==> src/verilog/fep_pkg.sv <==
// Shared constants, types and code-group functions for the 100 Mb/s coding datapath
package fep_pkg;

  // Clocking and rates
  localparam int SYS_CLK_MHZ   = 250;
  localparam int BIT_RATE_MHZ  = 125;
  localparam int NIB_RATE_MHZ  = 25;
  localparam int CYC_PER_BIT   = SYS_CLK_MHZ / BIT_RATE_MHZ;
  localparam int CYC_PER_NIB   = SYS_CLK_MHZ / NIB_RATE_MHZ;
  localparam int GROUP_BITS    = 5;
  localparam int WIN_BITS      = 10;
  localparam int LFSR_W        = 11;
  localparam int SEED_W        = 10;

  localparam logic [3:0] PH_LAST   = 4'(CYC_PER_NIB - 1);
  localparam logic [3:0] PH_HALF   = 4'(CYC_PER_NIB / 2);
  localparam logic [3:0] PH_BITMOD = 4'(CYC_PER_BIT);
  localparam logic [3:0] PH_BITEND = 4'(CYC_PER_BIT - 1);
  localparam logic [2:0] BCNT_LAST = 3'(GROUP_BITS - 1);
  localparam logic [4:0] LOCK_BITS = 5'h1F;

  // Configuration bit positions
  localparam int BASIC_CTRL_LOOPBACK_BIT  = 14;
  localparam int XCVR_REMOTE_LOOP_BIT     = 9;
  localparam int XCVR_NRZI_EN_BIT         = 7;
  localparam int XCVR_LINE_CODE_BYPASS_BIT = 1;
  localparam int XCVR_SCRAMBLER_OFF_BIT   = 0;

  // Special code-groups, first transmitted bit in the MSB
  localparam logic [4:0] CODE_I = 5'h1F;
  localparam logic [4:0] CODE_J = 5'h18;
  localparam logic [4:0] CODE_K = 5'h11;
  localparam logic [4:0] CODE_T = 5'h0D;
  localparam logic [4:0] CODE_R = 5'h07;
  localparam logic [9:0] JK_PATTERN = 10'h311;
  localparam logic [9:0] WIN_IDLE   = 10'h3FF;

  // Line levels
  localparam logic [1:0] MLT_ZERO  = 2'h0;
  localparam logic [1:0] MLT_PLUS  = 2'h1;
  localparam logic [1:0] MLT_MINUS = 2'h2;

  typedef enum logic [1:0] {TX_IDLE, TX_SSD_K, TX_DATA, TX_ESD_R} fep_tx_e;
  typedef enum logic [1:0] {RX_IDLE, RX_SYNC, RX_DATA} fep_rx_e;

  typedef struct packed {
    logic       en;
    logic [3:0] txd;
  } fep_mii_tx_s;

  typedef struct packed {
    logic       dv;
    logic [3:0] rxd;
  } fep_mii_rx_s;

  typedef struct packed {
    logic [LFSR_W-1:0] s;
  } fep_lfsr_s;

  function automatic logic [4:0] fep_encode(input logic [3:0] nib);
    logic [4:0] c;
    c = CODE_I;
    case (nib)
      4'h0: c = 5'h1E;  4'h1: c = 5'h09;  4'h2: c = 5'h14;  4'h3: c = 5'h15;
      4'h4: c = 5'h0A;  4'h5: c = 5'h0B;  4'h6: c = 5'h0E;  4'h7: c = 5'h0F;
      4'h8: c = 5'h12;  4'h9: c = 5'h13;  4'hA: c = 5'h16;  4'hB: c = 5'h17;
      4'hC: c = 5'h1A;  4'hD: c = 5'h1B;  4'hE: c = 5'h1C;  4'hF: c = 5'h1D;
      default: c = CODE_I;
    endcase
    return c;
  endfunction : fep_encode

  // Returns {valid, nibble}
  function automatic logic [4:0] fep_decode(input logic [4:0] grp);
    logic [4:0] d;
    d = 5'h00;
    for (int i = 0; i < 16; i++)
    begin
      if (fep_encode(4'(i)) == grp)
        d = {1'b1, 4'(i)};
    end
    return d;
  endfunction : fep_decode

  // Two zeros at least two positions apart within the window
  function automatic logic fep_two_zeros(input logic [9:0] w);
    logic hit;
    hit = 1'b0;
    for (int i = 0; i < WIN_BITS; i++)
    begin
      for (int j = i + 2; j < WIN_BITS; j++)
      begin
        if (!w[i] && !w[j])
          hit = 1'b1;
      end
    end
    return hit;
  endfunction : fep_two_zeros

endpackage : fep_pkg

==> src/verilog/fep_datapath.sv <==
// 100 Mb/s physical coding datapath: 4B/5B, scrambling, NRZI, MLT-3, carrier and loopback
`timescale 1ns/1ps

module fep_datapath #(
  parameter logic [fep_pkg::SEED_W-1:0] TX_SEED = 10'h3FF,
  parameter logic [fep_pkg::SEED_W-1:0] RX_SEED = 10'h3FF
) (
  // Clock and reset
  input  wire logic                 sys_clk,
  input  wire logic                 sys_rst,
  // Configuration
  input  wire logic [15:0]          basic_control_reg,
  input  wire logic [15:0]          xcvr_config_reg,
  input  wire logic                 full_duplex,
  input  wire logic                 speed_10m,
  // MII transmit
  input  wire fep_pkg::fep_mii_tx_s mii_tx,
  output logic                      tx_clk,
  // MII receive
  output fep_pkg::fep_mii_rx_s      mii_rx,
  output logic                      rx_clk,
  output logic                      crs,
  output logic                      col,
  // 100 Mb/s line
  output logic [1:0]                tx_line_sym,
  output logic                      tx_line_en,
  input  wire logic [1:0]           rx_line_sym,
  // 10 Mb/s recovery feed
  input  wire logic                 man_tx_bit,
  input  wire logic                 man_line_bit,
  output logic                      man_cdr_bit
);

  typedef struct packed {
    logic [3:0]           ph;
    logic                 tx_clk;
    fep_pkg::fep_tx_e     tx_st;
    logic [4:0]           sh;
    logic                 tx_nrzi;
    logic [1:0]           mlt_lvl;
    logic                 mlt_up;
    logic [1:0]           line_sym;
    logic                 line_en;
    logic [1:0]           rx_sym_prev;
    logic                 rx_rec;
    logic                 rx_rec_d;
    logic [9:0]           win;
    fep_pkg::fep_rx_e     rx_st;
    logic [2:0]           rx_bcnt;
    logic                 pend;
    logic [3:0]           pend_nib;
    fep_pkg::fep_mii_rx_s mii_rx;
    logic                 crs;
    logic                 col;
    logic                 man_cdr;
    logic [4:0]           lock_cnt;
  } fep_state_s;

  fep_state_s r_reg;
  fep_state_s r_next;

  logic       loopback;
  logic       remote_loop;
  logic       nrzi_en;
  logic       mlt_bypass;
  logic       scr_off;
  logic       bit_tick;
  logic       nib_end;
  logic       tx_key;
  logic       rx_key;
  logic       tx_scr;
  logic       mlt_dec;
  logic       rec_in;
  logic       rx_nrz;
  logic       rx_plain;
  logic       mlt_in;
  logic [4:0] rx_grp;
  logic [4:0] rx_dec;
  logic       rx_new;
  logic       rx_locked;

  assign loopback    = basic_control_reg[fep_pkg::BASIC_CTRL_LOOPBACK_BIT];
  assign remote_loop = xcvr_config_reg[fep_pkg::XCVR_REMOTE_LOOP_BIT];
  assign nrzi_en     = xcvr_config_reg[fep_pkg::XCVR_NRZI_EN_BIT];
  assign mlt_bypass  = xcvr_config_reg[fep_pkg::XCVR_LINE_CODE_BYPASS_BIT];
  assign scr_off     = xcvr_config_reg[fep_pkg::XCVR_SCRAMBLER_OFF_BIT];

  assign bit_tick = (4'(r_reg.ph % fep_pkg::PH_BITMOD) == fep_pkg::PH_BITEND);
  assign nib_end  = (r_reg.ph == fep_pkg::PH_LAST);
  assign rx_locked = (r_reg.lock_cnt == fep_pkg::LOCK_BITS);

  // Transmit scrambler runs one key bit per line bit
  fep_scrambler #(
    .SEED     (TX_SEED)
  ) u_tx_scr (
    .sys_clk  (sys_clk),
    .sys_rst  (sys_rst),
    .step     (bit_tick),
    .sync_en  (1'b0),
    .sync_bit (1'b0),
    .key      (tx_key)
  );

  // Receive descrambler seeds from idle only until locked, then free-runs
  fep_scrambler #(
    .SEED     (RX_SEED)
  ) u_rx_scr (
    .sys_clk  (sys_clk),
    .sys_rst  (sys_rst),
    .step     (bit_tick),
    .sync_en  (!rx_locked && !scr_off),
    .sync_bit (~rx_nrz),
    .key      (rx_key)
  );

  always_comb
  begin
    r_next   = r_reg;
    rx_new   = 1'b0;
    tx_scr   = scr_off ? r_reg.sh[4] : (r_reg.sh[4] ^ tx_key);
    mlt_dec  = mlt_bypass ? (rx_line_sym == fep_pkg::MLT_PLUS)
                          : (rx_line_sym != r_reg.rx_sym_prev);
    rec_in   = loopback ? r_reg.tx_nrzi : mlt_dec;
    rx_nrz   = nrzi_en ? (r_reg.rx_rec ^ r_reg.rx_rec_d) : r_reg.rx_rec;
    rx_plain = scr_off ? rx_nrz : (rx_nrz ^ rx_key);
    mlt_in   = remote_loop ? r_reg.rx_rec : r_reg.tx_nrzi;
    rx_grp   = {r_reg.win[3:0], rx_plain};
    rx_dec   = fep_pkg::fep_decode(rx_grp);

    // Nibble and bit timing
    r_next.ph     = nib_end ? 4'h0 : (r_reg.ph + 4'h1);
    r_next.tx_clk = (r_next.ph < fep_pkg::PH_HALF);

    if (bit_tick)
    begin
      // Serialize, NRZI and MLT-3 on the transmit side
      r_next.sh      = {r_reg.sh[3:0], 1'b0};
      r_next.tx_nrzi = nrzi_en ? (r_reg.tx_nrzi ^ tx_scr) : tx_scr;
      if (mlt_bypass)
        r_next.mlt_lvl = mlt_in ? fep_pkg::MLT_PLUS : fep_pkg::MLT_ZERO;
      else if (mlt_in)
      begin
        if (r_reg.mlt_lvl == fep_pkg::MLT_ZERO)
        begin
          r_next.mlt_lvl = r_reg.mlt_up ? fep_pkg::MLT_PLUS : fep_pkg::MLT_MINUS;
          r_next.mlt_up  = !r_reg.mlt_up;
        end
        else
          r_next.mlt_lvl = fep_pkg::MLT_ZERO;
      end

      // Receive recovery and packing
      r_next.rx_sym_prev = loopback ? fep_pkg::MLT_ZERO : rx_line_sym;
      r_next.rx_rec      = rec_in;
      r_next.rx_rec_d    = r_reg.rx_rec;
      r_next.win         = {r_reg.win[8:0], rx_plain};
      // Zeros of a start delimiter must never reseed the descrambler
      if (!rx_locked)
        r_next.lock_cnt = r_reg.lock_cnt + 5'h01;

      case (r_reg.rx_st)
        fep_pkg::RX_IDLE:
        begin
          if (rx_locked && fep_pkg::fep_two_zeros(r_next.win))
            r_next.rx_st = fep_pkg::RX_SYNC;
        end
        fep_pkg::RX_SYNC:
        begin
          if (r_next.win == fep_pkg::JK_PATTERN)
          begin
            r_next.rx_st   = fep_pkg::RX_DATA;
            r_next.rx_bcnt = 3'h0;
          end
          else if (r_next.win == fep_pkg::WIN_IDLE)
            r_next.rx_st = fep_pkg::RX_IDLE;
        end
        fep_pkg::RX_DATA:
        begin
          r_next.rx_bcnt = r_reg.rx_bcnt + 3'h1;
          if (r_reg.rx_bcnt == fep_pkg::BCNT_LAST)
          begin
            r_next.rx_bcnt = 3'h0;
            if (rx_grp == fep_pkg::CODE_T || rx_grp == fep_pkg::CODE_I)
              r_next.rx_st = fep_pkg::RX_IDLE;
            else if (rx_dec[4])
            begin
              r_next.pend     = 1'b1;
              rx_new          = 1'b1;
              r_next.pend_nib = rx_dec[3:0];
            end
          end
        end
        default:
          r_next.rx_st = fep_pkg::RX_IDLE;
      endcase
    end

    if (nib_end)
    begin
      // Present one received nibble per receive clock period
      r_next.mii_rx = '{dv: r_reg.pend, rxd: r_reg.pend_nib};
      // A group completing on the boundary wins over the clear
      if (!rx_new)
        r_next.pend = 1'b0;

      // Code-group selection at the transmit clock rising edge
      case (r_reg.tx_st)
        fep_pkg::TX_IDLE:
        begin
          if (mii_tx.en)
          begin
            r_next.sh    = fep_pkg::CODE_J;
            r_next.tx_st = fep_pkg::TX_SSD_K;
          end
          else
            r_next.sh = fep_pkg::CODE_I;
        end
        fep_pkg::TX_SSD_K:
        begin
          r_next.sh    = fep_pkg::CODE_K;
          r_next.tx_st = fep_pkg::TX_DATA;
        end
        fep_pkg::TX_DATA:
        begin
          if (mii_tx.en)
            r_next.sh = fep_pkg::fep_encode(mii_tx.txd);
          else
          begin
            r_next.sh    = fep_pkg::CODE_T;
            r_next.tx_st = fep_pkg::TX_ESD_R;
          end
        end
        fep_pkg::TX_ESD_R:
        begin
          r_next.sh    = fep_pkg::CODE_R;
          r_next.tx_st = fep_pkg::TX_IDLE;
        end
        default:
        begin
          r_next.sh    = fep_pkg::CODE_I;
          r_next.tx_st = fep_pkg::TX_IDLE;
        end
      endcase
    end

    // Carrier, collision, line isolation and 10 Mb/s feed
    r_next.crs = (r_reg.rx_st != fep_pkg::RX_IDLE) ||
                 (!full_duplex && (r_reg.tx_st != fep_pkg::TX_IDLE));
    r_next.col = !full_duplex && (r_reg.rx_st != fep_pkg::RX_IDLE) &&
                 (r_reg.tx_st != fep_pkg::TX_IDLE);
    r_next.line_en  = !loopback;
    r_next.line_sym = loopback ? fep_pkg::MLT_ZERO : r_next.mlt_lvl;
    r_next.man_cdr  = (loopback && speed_10m) ? man_tx_bit : man_line_bit;
  end

  always_ff @(posedge sys_clk or posedge sys_rst)
  begin
    if (sys_rst)
    begin
      r_reg     <= '0;
      r_reg.sh  <= fep_pkg::CODE_I;
      r_reg.ph  <= fep_pkg::PH_LAST;
      r_reg.win <= fep_pkg::WIN_IDLE;
    end
    else
      r_reg <= r_next;
  end

  assign tx_clk      = r_reg.tx_clk;
  assign rx_clk      = r_reg.tx_clk;
  assign mii_rx      = r_reg.mii_rx;
  assign crs         = r_reg.crs;
  assign col         = r_reg.col;
  assign tx_line_sym = r_reg.line_sym;
  assign tx_line_en  = r_reg.line_en;
  assign man_cdr_bit = r_reg.man_cdr;
endmodule : fep_datapath

==> src/verilog/fep_scrambler.sv <==
// Bit-serial stream cipher key generator with receive-side self synchronisation
`timescale 1ns/1ps
module fep_scrambler #(
  parameter logic [fep_pkg::SEED_W-1:0] SEED = 10'h3FF
) (
  // Clock and reset
  input  wire logic sys_clk,
  input  wire logic sys_rst,
  // Control
  input  wire logic step,
  input  wire logic sync_en,
  input  wire logic sync_bit,
  // Key
  output logic      key
);

  fep_pkg::fep_lfsr_s r_reg;
  fep_pkg::fep_lfsr_s r_next;

  assign key = r_reg.s[fep_pkg::LFSR_W-1] ^ r_reg.s[fep_pkg::LFSR_W-3];

  always_comb
  begin
    r_next = r_reg;
    if (step)
    begin
      // While locking the known idle plaintext reveals the key directly
      r_next.s = {r_reg.s[fep_pkg::LFSR_W-2:0], sync_en ? sync_bit : key};
    end
  end

  always_ff @(posedge sys_clk or posedge sys_rst)
  begin
    if (sys_rst)
      r_reg <= '{s: {1'b1, SEED}};
    else
      r_reg <= r_next;
  end

endmodule : fep_scrambler
==> config.mk <==
export PLATFORM = sky130hd
export DESIGN_NAME = fep_datapath
export DESIGN_NICKNAME = d
export VERILOG_FILES = /design/src/verilog/fep_pkg.sv /design/src/verilog/fep_datapath.sv /design/src/verilog/fep_scrambler.sv
export SDC_FILE = /design/constraint.sdc
export NUM_CORES = 1
export LEC_CHECK = 0
export BUFFER_PORTS_ARGS = -buffer_cell sky130_fd_sc_hd__buf_2
export CAP_MARGIN = 20
export CORE_ASPECT_RATIO = 0.6
export CORE_MARGIN = 3
export CORE_UTILIZATION = 30
export DETAILED_ROUTE_END_ITERATION = 6
export SYNTH_ARGS = -nofsm -noshare
export SYNTH_HDL_FRONTEND = slang
export SYNTH_SLANG_ARGS = --single-unit
==> constraint.sdc <==
create_clock -name sys_clk -period 2.65 [get_ports sys_clk]
set_clock_uncertainty 0.2 [all_clocks]
set_input_delay 0.6625 -clock sys_clk [delete_from_list [all_inputs] [get_ports sys_clk]]
set_output_delay 0.6625 -clock sys_clk [all_outputs]
set_load 0.005 [all_outputs]
==> impl_metrics.prom <==
# TYPE chip_impl_metric gauge
chip_impl_info{name="status",value="finished clean"} 1
chip_impl_metric{name="antenna_diode_instance_count",unit=""} 0
chip_impl_metric{name="numPlacedInstances",unit=""} 523
chip_impl_metric{name="dr.first_iter.drc_count",unit=""} 136
chip_impl_metric{name="avgSynthCellArea",unit="µm²"} 10.8
chip_impl_metric{name="antenna_found_initial",unit=""} 0
chip_impl_metric{name="ant_nets",unit=""} 0
chip_impl_metric{name="drc_errors",unit=""} 0
chip_impl_info{name="hold_path_class",value="primary input to asynchronous set/reset pin"} 1
chip_impl_metric{name="htree_num_levels",unit=""} 3
chip_impl_metric{name="detailedPlacementHpwl",unit="µm"} 5000
chip_impl_metric{name="netlist_instances",unit=""} 348
chip_impl_metric{name="die_w",unit="µm"} 150
chip_impl_metric{name="hold_violations",unit=""} 0
chip_impl_metric{name="cp_max_fo",unit=""} 4
chip_impl_metric{name="fill_cells",unit=""} 1169
chip_impl_metric{name="layout-area-overhead-vs-synth",unit="%"} 16.4
chip_impl_metric{name="leakage",unit="nW"} 1.95
chip_impl_metric{name="power_per_cell_area",unit="nW/µm²"} 751
chip_impl_metric{name="synth-edff-count",unit=""} 0
chip_impl_metric{name="vias_in_the_first_global_route",unit=""} 2471
chip_impl_metric{name="finalCriticalPeriod",unit="ps"} 2270
chip_impl_metric{name="worstPathRequired",unit="ps"} 2670
chip_impl_metric{name="holdBufCountCts",unit=""} 0
chip_impl_metric{name="share_of_synthesized_area_occupied_by_flip_flops_and_latches",unit=""} 0.527
chip_impl_info{name="mostFrequentLayoutCell",value="nand2_1"} 1
chip_impl_metric{name="wl_per_cell",unit="µm"} 13.1
chip_impl_metric{name="finalCritPeriodShare",unit=""} 0.857
chip_impl_info{name="timing_worst_setup_path_type",value="register to register"} 1
chip_impl_metric{name="num_io_pins",unit=""} 58
chip_impl_metric{name="grtUsageMet1",unit=""} 0.158
chip_impl_metric{name="crit_path_max_incr_delay",unit="ps"} 550
chip_impl_info{name="end_kind",value="register"} 1
chip_impl_info{name="synth_area_leaders",value="dfstp_2, dfrtp_1, mux2_2, nand2_1, o21ai_0"} 1
chip_impl_metric{name="finalInstanceArea",unit="µm²"} 4360
chip_impl_info{name="ys_dominant_reg_cell",value="dfrtp_1"} 1
chip_impl_info{name="gr-max-usage-layer",value="met1"} 1
chip_impl_info{name="cp-start-kind",value="register"} 1
chip_impl_metric{name="ctsResizeCount",unit=""} 0
chip_impl_info{name="setup_repair_after_global_routing_missed_its_margin",value="no"} 1
chip_impl_metric{name="setup-violations-final",unit=""} 0
chip_impl_metric{name="cts.sink_count",unit=""} 77
chip_impl_metric{name="floorplan.core_area",unit="µm²"} 11700
chip_impl_metric{name="max-cap-violations",unit=""} 0
chip_impl_metric{name="grt_pass1_wl",unit="µm"} 12100
chip_impl_metric{name="drive_above_1_share",unit=""} 0.348
chip_impl_metric{name="area_share_of_the_largest_cell_type_after_synthesis",unit=""} 0.266
chip_impl_info{name="synth_largest_area_cell",value="dfstp_2"} 1
chip_impl_metric{name="asyncSetResetFlopFracSynth",unit=""} 1.00
chip_impl_metric{name="gp_congestion",unit=""} 0.815
chip_impl_info{name="tritoncts_clock_tree",value="done"} 1
chip_impl_metric{name="cts_buffer_depth",unit=""} 2
chip_impl_metric{name="drtPass1Iterations",unit=""} 4
chip_impl_metric{name="grt_max_degree",unit=""} 47
chip_impl_metric{name="num-nets-final",unit=""} 426
chip_impl_metric{name="die-area",unit="µm²"} 13900
chip_impl_metric{name="fmax",unit="MHz"} 440
chip_impl_metric{name="dpl-instance-area",unit="µm²"} 4050
chip_impl_metric{name="clk_latency",unit="ps"} 340
chip_impl_metric{name="yosys_register_bits",unit=""} 77
chip_impl_metric{name="post_synth_instance_area",unit="µm²"} 3750
chip_impl_metric{name="netlist-cell-type-count",unit=""} 49
chip_impl_metric{name="yosysWarnings",unit=""} 0
chip_impl_metric{name="mappedNetlistNets",unit=""} 400
chip_impl_metric{name="largest_register_ffs",unit=""} 43
chip_impl_metric{name="avgViaCountPerCell",unit=""} 4.79
chip_impl_info{name="worst_path_max_delay_cell",value="dfstp_2"} 1
chip_impl_metric{name="post-cts-setup-buffers",unit=""} 0
chip_impl_info{name="cp_cell_sequence",value="xor2_1 -> o211ai_1 -> a32o_1 -> a211o_4 -> mux2_4"} 1
chip_impl_info{name="crit_family",value="compound AO/OA/AOI/OAI gates"} 1
chip_impl_metric{name="via_count",unit=""} 2583
chip_impl_metric{name="ir_worst_vdd",unit="mV"} 0.323
chip_impl_metric{name="std_cell_rows",unit=""} 30
chip_impl_metric{name="tritoncts.num_buffers",unit=""} 9
chip_impl_metric{name="grt_usage",unit=""} 0.112
chip_impl_metric{name="final_cell_count_no_fill",unit=""} 539
chip_impl_metric{name="slew_violations",unit=""} 0
chip_impl_metric{name="grt_remaining_overflow",unit=""} 0
chip_impl_metric{name="totalNegativeSetupSlack",unit="ps"} 0
chip_impl_metric{name="timing_worst_slew_pin_value",unit="ps"} 510
chip_impl_metric{name="floorplan.initialDensity",unit=""} 0.319
chip_impl_metric{name="use_met2",unit=""} 0.152
chip_impl_metric{name="global_route.usage.met3",unit=""} 0.0450
chip_impl_metric{name="slew_headroom",unit=""} 0.660
chip_impl_info{name="layout.cells.most_common_list",value="nand2_1, dfrtp_1, dfstp_2"} 1
chip_impl_info{name="clockRootBuffer",value="clkbuf_16"} 1
chip_impl_metric{name="clkTransAtPathRegs",unit="ps"} 60
chip_impl_metric{name="critPathArrivalTime",unit="ps"} 2290
chip_impl_metric{name="totalWireLength",unit="µm"} 7090
chip_impl_metric{name="port_buffers",unit=""} 30
chip_impl_metric{name="postLayoutCoreUtil",unit=""} 0.371
chip_impl_metric{name="crit_path_buf_inv_count",unit=""} 0
chip_impl_metric{name="chipHeight",unit="µm"} 92.6
[synthesized netlist by cell type (all sizes together), types with 3 or more instances]
library cell / count
nand2b: 3
nor2: 14
o211ai: 4
mux2i: 6
ha: 7
xor2: 5
a21oi: 11
nand2: 45
nor4: 3
nand3: 12
a32o: 3
buf: 11
xnor2: 9
dfstp: 38
mux2: 35
clkbuf: 12
nor3: 6
inv: 22
dfrtp: 39
or2: 3
o21ai: 20
nor2b: 4
o221ai: 3
a31oi: 4
[metal layers]
layer / vias to the layer above / wire length [µm]
met3: 8 / 380
met1: 1252 / 3720
met4: 0 / 87
met5: - / 0
met2: 59 / 2900
li1: 1264 / -
[final timing paths]
check / startpoint / cells past startpoint / end / slack (ps)
setup / recovery: u_rx_scr.r_reg[8]$_DFFE_PP1P_ / 5 / r_reg[13]$_DFFE_PP0P_ / 380
hold / removal: sys_rst / 2 / tx_line_en$_DFF_PP0_ / 130
setup reg to reg: u_rx_scr.r_reg[8]$_DFFE_PP1P_ / 5 / r_reg[13]$_DFFE_PP0P_ / 380
hold reg to reg: r_reg[3]$_DFFE_PP0P_ / 1 / r_reg[3]$_DFFE_PP0P_ / 270
max in group asynchronous: sys_rst / 3 / u_rx_scr.r_reg[3]$_DFFE_PP1P_ / 1500
min in group sys_clk: r_reg[3]$_DFFE_PP0P_ / 1 / r_reg[3]$_DFFE_PP0P_ / 270
[per-stage QoR]
step | hold WS, ps | power [mW] | worst slack, ps
finish | 127 | 3.28 | 380
detailed placement | 263 | 2.06 | 44.5
global placement | 256 | 2.03 | 77.0
global route | 153 | 3.47 | 274
CTS | 135 | 3.32 | 375
floorplan | 238 | 1.91 | 197
[logic make-up after synthesis]
group,after synthesis,synth area share
muxes,41,0.122
buffers and inverters,45,0.0551
AOI/OAI and AO/OA,66,0.121
DFF,77,0.527
adders and majority gates,7,0.0234
and+or+nand+nor,98,0.119
xor gates and xnor gates,14,0.0327
[worst reg2reg max path, stage by stage (launching register included)]
cell and delay [ps]:
dfstp_2 550, xor2_1 240, o211ai_1 240, a32o_1 290, a211o_4 340, mux2_4 290
[where the power goes]
part / internal [mW] / switching, mW / total (mW)
Sequential: 1.36 / 0.143 / 1.50
Clock: 0.774 / 0.462 / 1.24
Combinational: 0.264 / 0.272 / 0.536
Total: 2.40 / 0.877 / 3.28
[area by class of cell]
type	count	area, µm²	area share
Sequential cell	77	1970	0.453
Multi-Input combinational cell	226	1570	0.359
Clock buffer	14	297	0.0680
Timing Repair Buffer	38	223	0.0511
Tap cell	160	200	0.0459
Inverter	22	86.3	0.0198
Clock inverter	2	13.8	0.00316
Power figures use the tool's default switching activity.
